**src/verilog/bbc_pkg.sv**
```systemverilog
// Constants for the bulk buffer byte-count and handshake-event register bank.
// Assumes a classic Wishbone slave with byte-wide registers, one per aligned word.
package bbc_pkg;
  // Register indices; byte address is four times the index
  localparam logic [7:0] IDX_A_RX_HIGH = 8'hCE;
  localparam logic [7:0] IDX_A_RX_LOW = 8'hCF;
  localparam logic [7:0] IDX_B_RX_HIGH = 8'hD1;
  localparam logic [7:0] IDX_B_RX_LOW = 8'hD2;
  localparam logic [7:0] IDX_A_TX_HIGH = 8'hD3;
  localparam logic [7:0] IDX_A_TX_LOW = 8'hD4;
  localparam logic [7:0] IDX_B_TX_HIGH = 8'hD5;
  localparam logic [7:0] IDX_B_TX_LOW = 8'hD6;
  localparam logic [7:0] IDX_HS_STATUS = 8'hD7;
  localparam logic [7:0] IDX_HS_MASK = 8'hD9;
  // Upper count register fields
  localparam int FULL_BUFFER_BIT = 1;
  localparam int COUNT_BIT_NINE_POS = 0;
  localparam logic [7:0] UPPER_VALID_MASK = 8'h03;
  // Event bit positions
  localparam int EP2_OUT_NOTYET = 7;
  localparam int EP0_OUT_NOTYET = 6;
  localparam int EP2_IN_REFUSED = 5;
  localparam int EP2_OUT_REFUSED = 4;
  localparam int EP1_IN_REFUSED = 3;
  localparam int EP1_OUT_REFUSED = 2;
  localparam int EP0_IN_REFUSED = 1;
  localparam int EP0_OUT_REFUSED = 0;
  // Reset values
  localparam logic [7:0] RST_BYTE = 8'h00;
  localparam logic [7:0] RST_MASK = 8'hFF;
  localparam logic [8:0] RST_COUNT = 9'h000;
  // Buffer base addresses in SRAM, for reference by the engine
  localparam logic [15:0] BUF_A_BASE = 16'h0100;
  localparam logic [15:0] BUF_B_BASE = 16'h0300;
endpackage

```
**src/verilog/bbc_regs.sv**
```systemverilog
// Bulk buffer byte-count registers and handshake-event status/mask with interrupt.
// Assumes the engine pulses count updates and events synchronous to i_core_clk.
//
// The implementer's own choice: the Wishbone slave port.
`timescale 1ns/100ps
module bbc_regs #(
  parameter int ADDR_W = 10
) (
  // Clock and reset
  input wire logic i_core_clk,
  input wire logic i_nrst,
  // Wishbone slave
  input wire logic i_wb_cyc,
  input wire logic i_wb_stb,
  input wire logic i_wb_we,
  input wire logic [ADDR_W-1:0] i_wb_adr,
  input wire logic [31:0] i_wb_dat,
  input wire logic [3:0] i_wb_sel,
  output logic [31:0] o_wb_dat,
  output logic o_wb_ack,
  // Receive counts from the engine
  input wire logic i_a_rx_done,
  input wire logic i_b_rx_done,
  input wire logic [8:0] i_rx_count,
  input wire logic i_rx_full,
  // Transmit counts to the engine
  output logic [8:0] o_a_tx_count,
  output logic o_a_tx_full,
  output logic [8:0] o_b_tx_count,
  output logic o_b_tx_full,
  // Handshake events, one-cycle pulses in status bit order
  input wire logic [7:0] i_hs_event,
  // Interrupt
  output logic o_handshake_event_irq
);

  logic [8:0] a_rx_cnt_r;
  logic a_rx_full_r;
  logic [8:0] b_rx_cnt_r;
  logic b_rx_full_r;
  logic [8:0] a_tx_cnt_r;
  logic a_tx_full_r;
  logic [8:0] b_tx_cnt_r;
  logic b_tx_full_r;
  logic [7:0] status_r;
  logic [7:0] status_nxt;
  logic [7:0] mask_r;
  logic ack_r;
  logic [31:0] rdat_r;

  function automatic logic [7:0] upper_byte(input logic full, input logic bit8);
    upper_byte = {6'h00, full, bit8} & bbc_pkg::UPPER_VALID_MASK;
  endfunction

  // Word-aligned decode; bits [1:0] of the address are ignored
  wire logic [7:0] idx = i_wb_adr[9:2];
  wire logic req = i_wb_cyc & i_wb_stb & ~ack_r;
  wire logic wr = req & i_wb_we & i_wb_sel[0];
  wire logic [7:0] wbyte = i_wb_dat[7:0];
  wire logic wr_a_tx_hi = wr & (idx == bbc_pkg::IDX_A_TX_HIGH);
  wire logic wr_a_tx_lo = wr & (idx == bbc_pkg::IDX_A_TX_LOW);
  wire logic wr_b_tx_hi = wr & (idx == bbc_pkg::IDX_B_TX_HIGH);
  wire logic wr_b_tx_lo = wr & (idx == bbc_pkg::IDX_B_TX_LOW);
  wire logic wr_status = wr & (idx == bbc_pkg::IDX_HS_STATUS);
  wire logic wr_mask = wr & (idx == bbc_pkg::IDX_HS_MASK);
  wire logic hit = (idx == bbc_pkg::IDX_A_RX_HIGH) | (idx == bbc_pkg::IDX_A_RX_LOW) |
    (idx == bbc_pkg::IDX_B_RX_HIGH) | (idx == bbc_pkg::IDX_B_RX_LOW) |
    (idx == bbc_pkg::IDX_A_TX_HIGH) | (idx == bbc_pkg::IDX_A_TX_LOW) |
    (idx == bbc_pkg::IDX_B_TX_HIGH) | (idx == bbc_pkg::IDX_B_TX_LOW) |
    (idx == bbc_pkg::IDX_HS_STATUS) | (idx == bbc_pkg::IDX_HS_MASK);
  wire logic rd_req = req & ~i_wb_we;

  // Unmapped reads return zero; writes there are dropped but still acked
  logic [7:0] rsel;
  always_comb
  begin
    case (idx)
      bbc_pkg::IDX_A_RX_HIGH: rsel = upper_byte(a_rx_full_r, a_rx_cnt_r[8]);
      bbc_pkg::IDX_A_RX_LOW: rsel = a_rx_cnt_r[7:0];
      bbc_pkg::IDX_B_RX_HIGH: rsel = upper_byte(b_rx_full_r, b_rx_cnt_r[8]);
      bbc_pkg::IDX_B_RX_LOW: rsel = b_rx_cnt_r[7:0];
      bbc_pkg::IDX_A_TX_HIGH: rsel = upper_byte(a_tx_full_r, a_tx_cnt_r[8]);
      bbc_pkg::IDX_A_TX_LOW: rsel = a_tx_cnt_r[7:0];
      bbc_pkg::IDX_B_TX_HIGH: rsel = upper_byte(b_tx_full_r, b_tx_cnt_r[8]);
      bbc_pkg::IDX_B_TX_LOW: rsel = b_tx_cnt_r[7:0];
      bbc_pkg::IDX_HS_STATUS: rsel = status_r;
      bbc_pkg::IDX_HS_MASK: rsel = mask_r;
      default: rsel = bbc_pkg::RST_BYTE;
    endcase
  end

  // Set after clear so an event landing with a clear is kept
  assign status_nxt = (status_r & ~(wr_status ? wbyte : 8'h00)) | i_hs_event;

  always_ff @(posedge i_core_clk or negedge i_nrst)
  begin
    if (!i_nrst)
    begin
      ack_r <= 1'b0;
      rdat_r <= 32'h0000_0000;
    end
    else
    begin
      ack_r <= req;
      rdat_r <= {24'h000000, rsel};
    end
  end

  always_ff @(posedge i_core_clk or negedge i_nrst)
  begin
    if (!i_nrst)
    begin
      a_rx_cnt_r <= bbc_pkg::RST_COUNT;
      a_rx_full_r <= 1'b0;
      b_rx_cnt_r <= bbc_pkg::RST_COUNT;
      b_rx_full_r <= 1'b0;
    end
    else
    begin
      if (i_a_rx_done)
      begin
        a_rx_cnt_r <= i_rx_count;
        a_rx_full_r <= i_rx_full;
      end
      if (i_b_rx_done)
      begin
        b_rx_cnt_r <= i_rx_count;
        b_rx_full_r <= i_rx_full;
      end
    end
  end

  always_ff @(posedge i_core_clk or negedge i_nrst)
  begin
    if (!i_nrst)
    begin
      a_tx_cnt_r <= bbc_pkg::RST_COUNT;
      a_tx_full_r <= 1'b0;
      b_tx_cnt_r <= bbc_pkg::RST_COUNT;
      b_tx_full_r <= 1'b0;
    end
    else
    begin
      if (wr_a_tx_lo)
        a_tx_cnt_r[7:0] <= wbyte;
      if (wr_a_tx_hi)
      begin
        a_tx_cnt_r[8] <= wbyte[bbc_pkg::COUNT_BIT_NINE_POS];
        a_tx_full_r <= wbyte[bbc_pkg::FULL_BUFFER_BIT];
      end
      if (wr_b_tx_lo)
        b_tx_cnt_r[7:0] <= wbyte;
      if (wr_b_tx_hi)
      begin
        b_tx_cnt_r[8] <= wbyte[bbc_pkg::COUNT_BIT_NINE_POS];
        b_tx_full_r <= wbyte[bbc_pkg::FULL_BUFFER_BIT];
      end
    end
  end

  always_ff @(posedge i_core_clk or negedge i_nrst)
  begin
    if (!i_nrst)
    begin
      status_r <= bbc_pkg::RST_BYTE;
      mask_r <= bbc_pkg::RST_MASK;
    end
    else
    begin
      status_r <= status_nxt;
      if (wr_mask)
        mask_r <= wbyte;
    end
  end

  assign o_wb_ack = ack_r;
  assign o_wb_dat = rdat_r;
  assign o_a_tx_count = a_tx_cnt_r;
  assign o_a_tx_full = a_tx_full_r;
  assign o_b_tx_count = b_tx_cnt_r;
  assign o_b_tx_full = b_tx_full_r;
  // Level output, so firmware must clear status or set the mask bit to drop it
  assign o_handshake_event_irq = |(status_r & ~mask_r);

  a_irq_level: assert property (@(posedge i_core_clk) disable iff (!i_nrst)
    o_handshake_event_irq == |(status_r & ~mask_r))
    else $error("irq does not follow unmasked status");
  a_event_sets: assert property (@(posedge i_core_clk) disable iff (!i_nrst)
    (i_hs_event != 8'h00) |=> ((status_r & $past(i_hs_event)) == $past(i_hs_event)))
    else $error("event lost in status");
  a_w1c_clear: assert property (@(posedge i_core_clk) disable iff (!i_nrst)
    wr_status |=> ((status_r & $past(wbyte) & ~$past(i_hs_event)) == 8'h00))
    else $error("write one did not clear status");
  a_status_sticky: assert property (@(posedge i_core_clk) disable iff (!i_nrst)
    !wr_status |=> ((status_r & $past(status_r)) == $past(status_r)))
    else $error("status bit dropped without clear");
  a_tx_hold: assert property (@(posedge i_core_clk) disable iff (!i_nrst)
    wr_a_tx_hi |=> (o_a_tx_full == $past(wbyte[1])) && (o_a_tx_count[8] == $past(wbyte[0])))
    else $error("tx upper bits not held");
  a_tx_low: assert property (@(posedge i_core_clk) disable iff (!i_nrst)
    wr_b_tx_lo |=> (o_b_tx_count[7:0] == $past(wbyte)))
    else $error("tx low byte not loaded");
  a_rx_capture: assert property (@(posedge i_core_clk) disable iff (!i_nrst)
    i_a_rx_done |=> (a_rx_cnt_r == $past(i_rx_count)) && (a_rx_full_r == $past(i_rx_full)))
    else $error("rx count not captured");
  a_upper_zero: assert property (@(posedge i_core_clk) disable iff (!i_nrst)
    (req && !i_wb_we && (idx == bbc_pkg::IDX_B_RX_HIGH || idx == bbc_pkg::IDX_A_TX_HIGH))
      |=> (o_wb_dat[7:2] == 6'h00))
    else $error("reserved upper bits not zero");
  a_ack_once: assert property (@(posedge i_core_clk) disable iff (!i_nrst)
    o_wb_ack |=> !o_wb_ack)
    else $error("ack held two cycles");

  // Each event line must land in its own status bit
  a_ep2_out_notyet: assert property (@(posedge i_core_clk) disable iff (!i_nrst)
    i_hs_event[bbc_pkg::EP2_OUT_NOTYET] |=> status_r[bbc_pkg::EP2_OUT_NOTYET])
    else $error("ep2 out notyet not recorded");
  a_ep0_out_notyet: assert property (@(posedge i_core_clk) disable iff (!i_nrst)
    i_hs_event[bbc_pkg::EP0_OUT_NOTYET] |=> status_r[bbc_pkg::EP0_OUT_NOTYET])
    else $error("ep0 out notyet not recorded");
  a_ep2_in_refused: assert property (@(posedge i_core_clk) disable iff (!i_nrst)
    i_hs_event[bbc_pkg::EP2_IN_REFUSED] |=> status_r[bbc_pkg::EP2_IN_REFUSED])
    else $error("ep2 in refusal not recorded");
  a_ep1_in_refused: assert property (@(posedge i_core_clk) disable iff (!i_nrst)
    i_hs_event[bbc_pkg::EP1_IN_REFUSED] |=> status_r[bbc_pkg::EP1_IN_REFUSED])
    else $error("ep1 in refusal not recorded");
  a_ep0_in_refused: assert property (@(posedge i_core_clk) disable iff (!i_nrst)
    i_hs_event[bbc_pkg::EP0_IN_REFUSED] |=> status_r[bbc_pkg::EP0_IN_REFUSED])
    else $error("ep0 in refusal not recorded");
  a_ep2_out_refused: assert property (@(posedge i_core_clk) disable iff (!i_nrst)
    i_hs_event[bbc_pkg::EP2_OUT_REFUSED] |=> status_r[bbc_pkg::EP2_OUT_REFUSED])
    else $error("ep2 out refusal not recorded");
  a_ep1_out_refused: assert property (@(posedge i_core_clk) disable iff (!i_nrst)
    i_hs_event[bbc_pkg::EP1_OUT_REFUSED] |=> status_r[bbc_pkg::EP1_OUT_REFUSED])
    else $error("ep1 out refusal not recorded");
  a_ep0_out_refused: assert property (@(posedge i_core_clk) disable iff (!i_nrst)
    i_hs_event[bbc_pkg::EP0_OUT_REFUSED] |=> status_r[bbc_pkg::EP0_OUT_REFUSED])
    else $error("ep0 out refusal not recorded");

  // A one written to a quiet bit clears exactly that bit
  a_clr_ep2_notyet: assert property (@(posedge i_core_clk) disable iff (!i_nrst)
    (wr_status && wbyte[bbc_pkg::EP2_OUT_NOTYET] && !i_hs_event[bbc_pkg::EP2_OUT_NOTYET])
      |=> !status_r[bbc_pkg::EP2_OUT_NOTYET])
    else $error("bit 7 not cleared");
  a_clr_ep0_notyet: assert property (@(posedge i_core_clk) disable iff (!i_nrst)
    (wr_status && wbyte[bbc_pkg::EP0_OUT_NOTYET] && !i_hs_event[bbc_pkg::EP0_OUT_NOTYET])
      |=> !status_r[bbc_pkg::EP0_OUT_NOTYET])
    else $error("bit 6 not cleared");
  a_clr_ep2_in: assert property (@(posedge i_core_clk) disable iff (!i_nrst)
    (wr_status && wbyte[bbc_pkg::EP2_IN_REFUSED] && !i_hs_event[bbc_pkg::EP2_IN_REFUSED])
      |=> !status_r[bbc_pkg::EP2_IN_REFUSED])
    else $error("bit 5 not cleared");
  a_clr_ep2_out: assert property (@(posedge i_core_clk) disable iff (!i_nrst)
    (wr_status && wbyte[bbc_pkg::EP2_OUT_REFUSED] && !i_hs_event[bbc_pkg::EP2_OUT_REFUSED])
      |=> !status_r[bbc_pkg::EP2_OUT_REFUSED])
    else $error("bit 4 not cleared");
  a_clr_ep1_in: assert property (@(posedge i_core_clk) disable iff (!i_nrst)
    (wr_status && wbyte[bbc_pkg::EP1_IN_REFUSED] && !i_hs_event[bbc_pkg::EP1_IN_REFUSED])
      |=> !status_r[bbc_pkg::EP1_IN_REFUSED])
    else $error("bit 3 not cleared");
  a_clr_ep1_out: assert property (@(posedge i_core_clk) disable iff (!i_nrst)
    (wr_status && wbyte[bbc_pkg::EP1_OUT_REFUSED] && !i_hs_event[bbc_pkg::EP1_OUT_REFUSED])
      |=> !status_r[bbc_pkg::EP1_OUT_REFUSED])
    else $error("bit 2 not cleared");
  a_clr_ep0_in: assert property (@(posedge i_core_clk) disable iff (!i_nrst)
    (wr_status && wbyte[bbc_pkg::EP0_IN_REFUSED] && !i_hs_event[bbc_pkg::EP0_IN_REFUSED])
      |=> !status_r[bbc_pkg::EP0_IN_REFUSED])
    else $error("bit 1 not cleared");
  a_clr_ep0_out: assert property (@(posedge i_core_clk) disable iff (!i_nrst)
    (wr_status && wbyte[bbc_pkg::EP0_OUT_REFUSED] && !i_hs_event[bbc_pkg::EP0_OUT_REFUSED])
      |=> !status_r[bbc_pkg::EP0_OUT_REFUSED])
    else $error("bit 0 not cleared");

  // Interrupt timing and mask handling
  a_irq_event: assert property (@(posedge i_core_clk) disable iff (!i_nrst)
    (((i_hs_event & ~mask_r) != 8'h00) && !wr_mask) |=> o_handshake_event_irq)
    else $error("unmasked event raised no interrupt");
  a_mask_write: assert property (@(posedge i_core_clk) disable iff (!i_nrst)
    wr_mask |=> (mask_r == $past(wbyte)))
    else $error("mask write lost");
  a_mask_stable: assert property (@(posedge i_core_clk) disable iff (!i_nrst)
    !wr_mask |=> $stable(mask_r))
    else $error("mask changed without write");

  // Count registers move only on their own strobe
  a_tx_hold_b: assert property (@(posedge i_core_clk) disable iff (!i_nrst)
    wr_b_tx_hi |=> (o_b_tx_full == $past(wbyte[1])) && (o_b_tx_count[8] == $past(wbyte[0])))
    else $error("b tx upper bits not held");
  a_tx_low_a: assert property (@(posedge i_core_clk) disable iff (!i_nrst)
    wr_a_tx_lo |=> (o_a_tx_count[7:0] == $past(wbyte)))
    else $error("a tx low byte not loaded");
  a_tx_still_a: assert property (@(posedge i_core_clk) disable iff (!i_nrst)
    (!wr_a_tx_lo && !wr_a_tx_hi) |=> $stable({o_a_tx_full, o_a_tx_count}))
    else $error("a tx count changed without write");
  a_tx_still_b: assert property (@(posedge i_core_clk) disable iff (!i_nrst)
    (!wr_b_tx_lo && !wr_b_tx_hi) |=> $stable({o_b_tx_full, o_b_tx_count}))
    else $error("b tx count changed without write");
  a_rx_capture_b: assert property (@(posedge i_core_clk) disable iff (!i_nrst)
    i_b_rx_done |=> (b_rx_cnt_r == $past(i_rx_count)) && (b_rx_full_r == $past(i_rx_full)))
    else $error("b rx count not captured");
  a_rx_still_a: assert property (@(posedge i_core_clk) disable iff (!i_nrst)
    !i_a_rx_done |=> $stable({a_rx_full_r, a_rx_cnt_r}))
    else $error("a rx count changed without capture");
  a_rx_still_b: assert property (@(posedge i_core_clk) disable iff (!i_nrst)
    !i_b_rx_done |=> $stable({b_rx_full_r, b_rx_cnt_r}))
    else $error("b rx count changed without capture");
  a_sel_gate: assert property (@(posedge i_core_clk) disable iff (!i_nrst)
    (req && i_wb_we && !i_wb_sel[0]) |=> $stable(mask_r) && $stable(o_a_tx_count) && $stable(o_b_tx_count))
    else $error("write without byte enable took effect");

  // Bus answer shape
  a_ack_follows: assert property (@(posedge i_core_clk) disable iff (!i_nrst)
    req |=> o_wb_ack)
    else $error("request not acked");
  a_ack_no_req: assert property (@(posedge i_core_clk) disable iff (!i_nrst)
    !req |=> !o_wb_ack)
    else $error("ack without request");
  a_dat_high_zero: assert property (@(posedge i_core_clk) disable iff (!i_nrst)
    o_wb_ack |-> (o_wb_dat[31:8] == 24'h000000))
    else $error("read data upper bytes not zero");
  a_unmapped_zero: assert property (@(posedge i_core_clk) disable iff (!i_nrst)
    (rd_req && !hit) |=> (o_wb_dat == 32'h0000_0000))
    else $error("unmapped read not zero");
  a_upper_all: assert property (@(posedge i_core_clk) disable iff (!i_nrst)
    (rd_req && (idx == bbc_pkg::IDX_A_RX_HIGH || idx == bbc_pkg::IDX_B_RX_HIGH ||
      idx == bbc_pkg::IDX_A_TX_HIGH || idx == bbc_pkg::IDX_B_TX_HIGH))
      |=> (o_wb_dat[7:2] == 6'h00))
    else $error("upper reserved bits not zero");

  // Readback of each register against its state at the taking edge
  a_rd_a_rx_high: assert property (@(posedge i_core_clk) disable iff (!i_nrst)
    (rd_req && idx == bbc_pkg::IDX_A_RX_HIGH) |=> (o_wb_dat[1:0] == $past({a_rx_full_r, a_rx_cnt_r[8]})))
    else $error("a rx upper readback wrong");
  a_rd_b_rx_high: assert property (@(posedge i_core_clk) disable iff (!i_nrst)
    (rd_req && idx == bbc_pkg::IDX_B_RX_HIGH) |=> (o_wb_dat[1:0] == $past({b_rx_full_r, b_rx_cnt_r[8]})))
    else $error("b rx upper readback wrong");
  a_rd_a_tx_high: assert property (@(posedge i_core_clk) disable iff (!i_nrst)
    (rd_req && idx == bbc_pkg::IDX_A_TX_HIGH) |=> (o_wb_dat[1:0] == $past({a_tx_full_r, a_tx_cnt_r[8]})))
    else $error("a tx upper readback wrong");
  a_rd_b_tx_high: assert property (@(posedge i_core_clk) disable iff (!i_nrst)
    (rd_req && idx == bbc_pkg::IDX_B_TX_HIGH) |=> (o_wb_dat[1:0] == $past({b_tx_full_r, b_tx_cnt_r[8]})))
    else $error("b tx upper readback wrong");
  a_rd_a_rx_low: assert property (@(posedge i_core_clk) disable iff (!i_nrst)
    (rd_req && idx == bbc_pkg::IDX_A_RX_LOW) |=> (o_wb_dat[7:0] == $past(a_rx_cnt_r[7:0])))
    else $error("a rx low readback wrong");
  a_rd_b_rx_low: assert property (@(posedge i_core_clk) disable iff (!i_nrst)
    (rd_req && idx == bbc_pkg::IDX_B_RX_LOW) |=> (o_wb_dat[7:0] == $past(b_rx_cnt_r[7:0])))
    else $error("b rx low readback wrong");
  a_rd_a_tx_low: assert property (@(posedge i_core_clk) disable iff (!i_nrst)
    (rd_req && idx == bbc_pkg::IDX_A_TX_LOW) |=> (o_wb_dat[7:0] == $past(a_tx_cnt_r[7:0])))
    else $error("a tx low readback wrong");
  a_rd_b_tx_low: assert property (@(posedge i_core_clk) disable iff (!i_nrst)
    (rd_req && idx == bbc_pkg::IDX_B_TX_LOW) |=> (o_wb_dat[7:0] == $past(b_tx_cnt_r[7:0])))
    else $error("b tx low readback wrong");
  a_rd_status: assert property (@(posedge i_core_clk) disable iff (!i_nrst)
    (rd_req && idx == bbc_pkg::IDX_HS_STATUS) |=> (o_wb_dat[7:0] == $past(status_r)))
    else $error("status readback wrong");
  a_rd_mask: assert property (@(posedge i_core_clk) disable iff (!i_nrst)
    (rd_req && idx == bbc_pkg::IDX_HS_MASK) |=> (o_wb_dat[7:0] == $past(mask_r)))
    else $error("mask readback wrong");

  c_irq_rise: cover property (@(posedge i_core_clk) disable iff (!i_nrst) $rose(o_handshake_event_irq));
  c_set_and_clear: cover property (@(posedge i_core_clk) disable iff (!i_nrst) wr_status && (i_hs_event != 8'h00));
  c_full_rx: cover property (@(posedge i_core_clk) disable iff (!i_nrst) i_b_rx_done && i_rx_full);
  c_tx_write: cover property (@(posedge i_core_clk) disable iff (!i_nrst) wr_b_tx_hi);
  c_unmapped_read: cover property (@(posedge i_core_clk) disable iff (!i_nrst) rd_req && !hit);

endmodule

```
**config.mk**
```make
export PLATFORM = sky130hd
export DESIGN_NAME = bbc_regs
export DESIGN_NICKNAME = d
export VERILOG_FILES = /design/src/verilog/bbc_pkg.sv /design/src/verilog/bbc_regs.sv
export SDC_FILE = /design/constraint.sdc
export NUM_CORES = 1
export LEC_CHECK = 0
export BUFFER_PORTS_ARGS = -buffer_cell sky130_fd_sc_hd__buf_2
export CAP_MARGIN = 30
export CORE_ASPECT_RATIO = 1.5
export CORE_MARGIN = 4
export CORE_UTILIZATION = 45
export DETAILED_ROUTE_END_ITERATION = 12
export GPL_ROUTABILITY_DRIVEN = 0
export PLACE_DENSITY = 0.75
export SYNTH_ARGS = -nofsm -noshare
export SYNTH_HDL_FRONTEND = slang
export SYNTH_SLANG_ARGS = --single-unit
```
**constraint.sdc**
```tcl
create_clock -name i_core_clk -period 2.85 [get_ports i_core_clk]
set_input_delay 0.4275 -clock i_core_clk [delete_from_list [all_inputs] [get_ports i_core_clk]]
set_output_delay 0.4275 -clock i_core_clk [all_outputs]
set_load 0.005 [all_outputs]
```
==> results of run 1 <==
[Yosys cell counts (all sizes together)]
cell | number | area share [%]
a32o | 3 | 0.93
and4 | 1 | 0.27
nor3 | 3 | 0.81
conb | 1 | 0.12
nand2b | 1 | 0.19
a22oi | 3 | 0.70
a31oi | 1 | 0.19
o211ai | 1 | 0.23
mux2 | 57 | 20
and3 | 2 | 0.39
nor3b | 2 | 1.2
mux2i | 6 | 1.9
nor2 | 3 | 0.35
nor4 | 2 | 0.58
a222oi | 3 | 0.93
a21o | 8 | 1.9
dfstp | 8 | 6.5
o32ai | 1 | 0.27
nand4b | 4 | 1.5
inv | 9 | 1.0
nand2 | 15 | 1.7
nor4b | 1 | 0.27
or4 | 1 | 0.23
and2 | 1 | 0.19
buf | 33 | 7.5
clkbuf | 4 | 0.46
a22o | 6 | 1.6
nor4bb | 1 | 0.31
dfrtp | 57 | 44
nor2b | 2 | 0.39
o22ai | 4 | 0.77
nand3 | 12 | 2.0
a32oi | 1 | 0.27
o21ai | 1 | 0.15
and3b | 1 | 0.27
[how the worst max path moves through the flow]
stage | start | endpoint | slack, ps | cells past startpoint
2_1_floorplan | i_wb_adr[3] | mask_r[0] | 1100 | 6
3_3_place_gp | i_wb_adr[3] | mask_r[6] | 640 | 5
4_1_cts | mask_r[4] | o_handshake_event_irq | 720 | 3
3_5_place_dp | i_wb_adr[3] | mask_r[6] | 610 | 5
6_report | mask_r[4] | o_handshake_event_irq | 740 | 3
5_1_grt | mask_r[5] | o_handshake_event_irq | 720 | 3
[registers in the layout, summed over array words and instances (netlist names), 8 cells and up]
signal / count
o_wb_dat: 8
o_a_tx_count: 9
mask_r: 8
status_r: 8
o_b_tx_count: 9
a_rx_cnt_r: 9
b_rx_cnt_r: 9
[final cells by class]
type / count / area (um^2)
multi-input combinational: 171 / 1400
fill: 605 / 3150
tap: 78 / 97.6
clock buffer: 13 / 159
clock inverter: 3 / 40.0
timing repair buffer: 81 / 430
sequential: 65 / 1640
inverter: 9 / 33.8
[layer usage]
metal | part of all wire, % | global-route usage, %
met1 | 40 | 22.0
met2 | 52 | 30.4
met3 | 6.9 | 5.26
met4 | 1.3 | 6.89
met5 | 0 | 0
[metrics by stage]
stage | worst slack [ps] | std cells | power, mW
after floorplan | 1100 | 282 | 1.11
after global placement | 642 | 404 | 1.16
after detailed placement | 615 | 404 | 1.17
after CTS | 723 | 420 | 1.95
after global routing | 721 | 420 | 2.01
final | 743 | 420 | 1.93
[report_power, final]
part	leakage (nW)	internal, mW	total [mW]	switching, mW
clock	0.103	0.450	0.778	0.329
combinational	1.06	0.0801	0.175	0.0945
sequential	0.790	0.957	0.973	0.0168
[worst max-delay path, cell delays in order, from the launching register on]
cell and delay, ps:
dfstp_2 540, o22ai_1 110, or4_1 540, buf_2 150
[cell families (layout without fill, tap and decap cells)]
kind of cell           after synthesis  in the layout
multiplexers                        63             63
buffers and inverters               46            106
other                                1             24
AND/OR/NAND/NOR                     52             52
AO/OA/AOI/OAI                       32             32
flip-flops                          65             65
==> run summary, run 1 <==
Status = completed
Pleak = 1.95 nW
Hold Buf Count CTS = 0
Most frequent cells in the layout = buf_2 (71), dfrtp_1 (57), mux2_2 (55)
Pwr dens = 508 nW/um^2
Core Area = 6940 um^2
R2R Setup Slk = 940 ps
Count of nets after finishing = 408
H-tree depth = 3
Post-Place Cell Area = 3590 um^2
Post-Syn Area = 3240 um^2
Drt drc = 0
RSZ-0062 raised after global routing = false
Ports = 125
Synth cell types = 42
Later-pin clock latency in the skew report = 340 ps
Setup TNS = 0 ps
Max Cap Viol = 0
Via count = 2291
Setup bufs post-CTS = 0
Root Driver = clkbuf_8
Post-layout util = 54.6%
Compound-cell area share of the yosys netlist = 7.92%
Post-synthesis cell count = 259
Non-Filler Cell Area, Final = 3790 um^2
Reg2Reg Capture Point = mask_r[6]
Critical Path Source Type = register
Starting density of the core = 46.6%
Global-route wire length before repair = 12100 um
Clock Tree Buf Depth = 2
Clock skew = 7.78 ps
WS Path Type = reg2out
Most common cell after layout, fill and taps aside = buf_2
Final period util = 73.9%
DIE WIDTH = 77.3 um
CTS tree = done
Fin. Hold Viols = 0
Vias in the first global route = 2351
Achievable frequency = 0.475 GHz
Die area = 8640 um^2
Register area share after synthesis = 50.5%
Largest family of logic cells by synthesized area = multiplexers
Reg-to-reg startpoint = o_wb_ack
DRT Pass-1 Iters = 5
Clk sinks = 65
Post-Synth XOR/XNOR Area = 0%
Worst min path class = in2async
Vias per std cell = 5.45
Grt total ovfl = 0
Hold Worst Slack = 135 ps
Die H = 112 um
Number of synthesis warnings = 0
Peak supply drop = 260 uV
Antenna-violating nets left = 0
R2r worst-path depth = 5
Final Max Slew Viols = 0
Crit end category = output pin
Ant. Diodes = 0
Layout cell share with drive strength beyond 1 = 48.0%
DR iter-0 viols = 151
Crit-path max FO = 3
Aggregate routed wire length = 7570 um
Clock Pin Slew Worst Setup and Hold Paths = 70 ps
Multiplexer share of the synthesized area = 21.7%
Slew HR = 53.6%
Post-Synth Simple-Gate Area = 10.7%
Worst EP arrival = 1680 ps
Worst path required time = 2420 ps
Largest net degree at the start of global routing = 33
Syn Area/Cell = 12.5 um^2
Std-Cell Rows = 37
Worst-Margin Slew = 695 ps
IO buf count = 71
Final HPWL DP = 5490 um
CTS Buf Count = 9
Routed len/inst = 18.0 um
CTS resizes = 0
Setup violations, final = 0
Overall Global Routing Usage = 18.2%
Clock period minus worst slack = 2110 ps
Adder-cell share of the synthesized area = 0%
Initial antenna violation count = 0
Area delta synth->final = 17.1%
Yosys reg bits = 65
(Power assumes the default switching activity.)
==> run 2: changes to the inputs <==
ABC_AREA = 1   (was not set)
PLACE_DENSITY = 0.77   (was 0.75)
clock period = 1.9 ns   (was 2.85 ns; I/O delays follow)
==> run summary, run 2 <==
Final period util = 90.3%
H-tree depth = 3
Most common cell after layout, fill and taps aside = nand2_1
CTS tree = done
Top-count cell post-synth = nand2_1
Antenna-violating nets left = 0
Global-route wire length before repair = 13300 um
Fin. Hold Viols = 0
Aggregate routed wire length = 8070 um
DR iter-0 viols = 128
Hold Worst Slack = 123 ps
Worst EP arrival = 1430 ps
Post-synth EDFFs = 0
Clock Pin Slew Worst Setup and Hold Paths = 70 ps
Die area = 8860 um^2
Status = completed
Count of nets after finishing = 551
Final Max Slew Viols = 0
Max Cap Viol = 0
Most frequent cells in the layout = nand2_1 (105), buf_2 (71), dfrtp_1 (57)
Synth cell types = 22
Post-synthesis cell count = 402
Post-layout util = 55.0%
Pwr dens = 785 nW/um^2
Clock period minus worst slack = 1720 ps
Critical Path Source Type = register
Post-Syn Area = 3330 um^2
Met3 Wirelength = 463 um
Top post-synthesis cells by area = dfrtp_1 (43%), nand2_1 (12%), dfstp_2 (6.3%)
Clock Tree Buf Depth = 2
Worst-Margin Slew = 518 ps
Worst path cell trace = inv_1 -> nand2_1 -> o21ai_1 -> a21oi_2 -> nand4_1 -> buf_2
Worst min path class = in2reg
CTS Buf Count = 9
CP max-delay cell = dfstp_2
Clk sinks = 65
Vias per std cell = 4.90
WS Path Type = reg2out
Pleak = 2.20 nW
Cell accounting for the most synthesized area = dfrtp_1
Root Driver = clkbuf_8
Vias in the first global route = 2833
Achievable frequency = 0.583 GHz
CP max stage delay = 510 ps
Crit-path max FO = 3
Ant. Diodes = 0
Post-synth ARST share = 100%
Overall Global Routing Usage = 19.2%
Share of the synthesized area in the top cell type = 42.9%
Yosys reg bits = 65
Peak supply drop = 406 uV
DRT Pass-1 Iters = 4
Drt drc = 0
Layout cell share with drive strength beyond 1 = 26.4%
Setup violations, final = 0
Initial antenna violation count = 0
Register area share after synthesis = 49.2%
Std-Cell Rows = 38
WL met1 = 3140 um
Metal2 WL = 4250 um
Area delta synth->final = 19.4%
Clock skew = 6.71 ps
Syn Area/Cell = 8.27 um^2
Ports = 125
Via count = 2866
Largest net degree at the start of global routing = 66
Number of fillers in the final layout = 709
Die H = 113 um
DIE WIDTH = 78.2 um
Fin cells = 585
Crit end category = output pin
Final HPWL DP = 6130 um
Grt total ovfl = 0
IO buf count = 71
Core Area = 7230 um^2
Uppermost routed layer = met4
Synth cell count leaders = nand2_1 (105), dfrtp_1 (57), nand3_1 (42), inv_1 (38), o21ai_0 (37)
Later-pin clock latency in the skew report = 340 ps
Starting density of the core = 46.0%
Routed len/inst = 13.8 um
Placed instance count = 568
Number of synthesis warnings = 0
Worst path required time = 1620 ps
RSZ-0062 raised after global routing = false
Predominant post-synthesis flop cell = dfrtp_1
Slew HR = 65.3%
Setup TNS = 0 ps
run 2: logic make-up after synthesis:
kind of cell | count (synthesis) | share of synthesized area (%)
muxes | 13 | 4.40
other | 1 | 0.113
AOI/OAI and AO/OA | 45 | 6.81
and+or+nand+nor | 206 | 28.1
buffers and inverters | 72 | 11.4
DFF | 65 | 49.2
run 2: layout make-up:
| class | count | area (um^2) | share of cell area (%) |
|---|---|---|---|
| Clock buffer | 11 | 141 | 3.56 |
| Clock inverter | 5 | 103 | 2.58 |
| Inverter | 38 | 143 | 3.59 |
| Multi-Input combinational cell | 288 | 1400 | 35.3 |
| Sequential cell | 65 | 1640 | 41.2 |
| Tap cell | 100 | 125 | 3.15 |
| Timing Repair Buffer | 78 | 423 | 10.6 |
run 2: stage by stage:
stage	power (mW)	cell area, um^2	setup WS, ps
3_3_place_gp	1.71	3710	360
6_report	3.12	3970	183
2_1_floorplan	1.62	3410	673
5_1_grt	3.24	3970	57.5
4_1_cts	3.14	3970	98.8
3_5_place_dp	1.72	3710	329
run 2: final timing paths:
check,start,to,slack (ps),depth (start not counted)
min in group asynchronous,i_nrst,o_b_tx_count[0],470,3
worst max-delay path,mask_r[6],o_handshake_event_irq,180,6
max in group asynchronous,i_nrst,mask_r[0],1090,3
worst min register to register,o_wb_ack,o_wb_ack,450,1
worst min-delay path,i_hs_event[3],status_r[3],120,3
worst max register to register,o_wb_ack,status_r[1],360,6
run 2: power breakdown:
part	switching, mW	internal (mW)
combinational	0.148	0.0874
clock	0.519	0.905
sequential	0.0234	1.43
total	0.690	2.43
run 2: worst max-delay path, delay by kind of cell, from the launching register on:
family,cells,cell delay [ps]
AOI/OAI and AO/OA,2,200
and+or+nand+nor,2,170
buffers and inverters,2,200
DFF,1,510
run 2: metal layers:
layer,track usage [%],vias up
met4,8.40,0
met2,34.6,98
met3,5.02,19
li1,-,1403
met5,0,-
met1,21.0,1346
run 2: what timing repair did:
action                                  in CTS  in global routing
resized for setup                            0                  2
endpoints found under the setup margin       0                  1
buffers inserted                             0                  0
hold buffers                                 1                  0
endpoints found under the hold margin       57                  0
==> run 3: changes to the inputs <==
REMOVE_ABC_BUFFERS = 1   (was not set)
==> run summary, run 3 (synthesis gave the netlist of run 2 again) <==
CTS Buf Count = 9
Most frequent cells in the layout = nand2_1 (105), buf_2 (71), dfrtp_1 (57)
Post-Place Cell Area = 3710 um^2
Clock Tree Buf Depth = 2
Crit-path max FO = 3
Clock skew = 9.67 ps
Vias per std cell = 4.92
Critical Path Source Type = register
Die H = 113 um
Die area = 8860 um^2
Final HPWL DP = 6040 um
Starting density of the core = 46.0%
DRT Pass-1 Iters = 4
Worst EP arrival = 1570 ps
Global-route wire length before repair = 13200 um
Grt total ovfl = 0
Tot Pwr = 2.71 mW
Crit end category = output pin
Ant. Diodes = 0
DR iter-0 viols = 185
Slew HR = 64.0%
Setup bufs post-CTS = 0
Area delta synth->final = 16.8%
Non-Filler Cell Area, Final = 3880 um^2
CP max stage delay = 520 ps
Worst min path class = in2reg
Worst path required time = 1620 ps
Via count = 2880
Ports = 125
Antenna-violating nets left = 0
Most common cell after layout, fill and taps aside = nand2_1
Fin. Hold Viols = 0
Count of nets after finishing = 551
Clk sinks = 65
Placed instance count = 568
Final Max Slew Viols = 0
CP top delay family = flip-flops
Layout cell share with drive strength beyond 1 = 25.4%
Status = completed
CP max-delay cell = dfstp_2
Fin cells = 585
Drt drc = 0
Final period util = 97.8%
Aggregate routed wire length = 8020 um
Initial antenna violation count = 0
Setup violations, final = 0
H-tree depth = 3
RSZ-0062 raised after global routing = false
Root Driver = clkbuf_8
Worst path cell trace = inv_1 -> nand2_1 -> o21ai_0 -> a21oi_1 -> nand4_1 -> buf_2
DIE WIDTH = 78.2 um
Achievable frequency = 0.538 GHz
Largest net degree at the start of global routing = 66
Hold Worst Slack = 113 ps
IO buf count = 71
Std-Cell Rows = 38
Number of fillers in the final layout = 721
Clock period minus worst slack = 1860 ps
Pwr dens = 698 nW/um^2
WS Path Type = reg2out
Peak supply drop = 296 uV
Vias in the first global route = 2853
CTS tree = done
Pleak = 2.16 nW
Routed len/inst = 13.7 um
CTS resizes = 0
Overall Global Routing Usage = 19.1%
Later-pin clock latency in the skew report = 350 ps
Core Area = 7230 um^2
Clock Pin Slew Worst Setup and Hold Paths = 70 ps
CP bufs+invs = 2
Setup TNS = 0 ps
Worst-Margin Slew = 537 ps
Max Cap Viol = 0
## run 3: cell count changes in the layout (fill, tap and decap cells not counted)
cell | before | now
a21oi_1 | 1 | 2
bufinv_16 | 3 | 0
a21oi_2 | 1 | 0
clkinvlp_4 | 1 | 0
clkbuf_1 | 1 | 5
o21ai_0 | 36 | 37
o21ai_1 | 6 | 5
## run 3: report_power, final
group / switching (mW) / internal [mW] / leakage [nW]
clock network: 0.508 / 0.510 / 0.0817
logic: 0.149 / 0.0873 / 1.29
registers: 0.0232 / 1.44 / 0.790
total: 0.680 / 2.03 / 2.16
## run 3: final timing paths
kind	end	start	slack, ps	depth (start not counted)
worst min-delay path	status_r[2]	i_hs_event[2]	110	3
min in group asynchronous	a_rx_cnt_r[6]	i_nrst	460	3
worst min register to register	o_wb_ack	o_wb_ack	460	1
worst max-delay path	o_handshake_event_irq	mask_r[6]	40	6
worst max register to register	status_r[3]	o_wb_ack	370	6
max in group asynchronous	mask_r[6]	i_nrst	1080	3
## run 3: repair_timing
item | 4_1_cts | 5_1_grt
endpoints found under the setup margin | 0 | 1
endpoints found under the hold margin | 57 | 0
hold buffers | 1 | 0
## run 3: cell type report
type	count	area (um^2)	share of cell area [%]
Multi-Input combinational cell	288	1400	35.9
Clock buffer	15	156	4.03
Tap cell	100	125	3.22
Sequential cell	65	1640	42.1
Timing Repair Buffer	78	423	10.9
Clock inverter	1	5.00	0.129
Inverter	38	143	3.67
## run 3: routing by layer
metal,share of wire (%),wire length (um),track usage (%),vias up
met5,0,0,0,-
met4,2.2,180,8.52,0
met3,6.0,480,5.02,13
met2,53,4210,34.8,93
met1,39,3140,20.5,1361
li1,-,-,-,1413
## run 3: worst min-delay path, delay by kind of cell
kind	cells	cell delay, ps
buffers and inverters	2	110
AND/OR/NAND/NOR	1	50
## run 3: metrics by stage
step | worst slack [ps] | utilization (%)
2_1_floorplan | 286 | -
3_3_place_gp | 333 | 51.4
3_5_place_dp | 321 | 51.4
4_1_cts | 45.2 | 53.8
5_1_grt | 1.45 | 53.8
6_report | 42.6 | 53.8
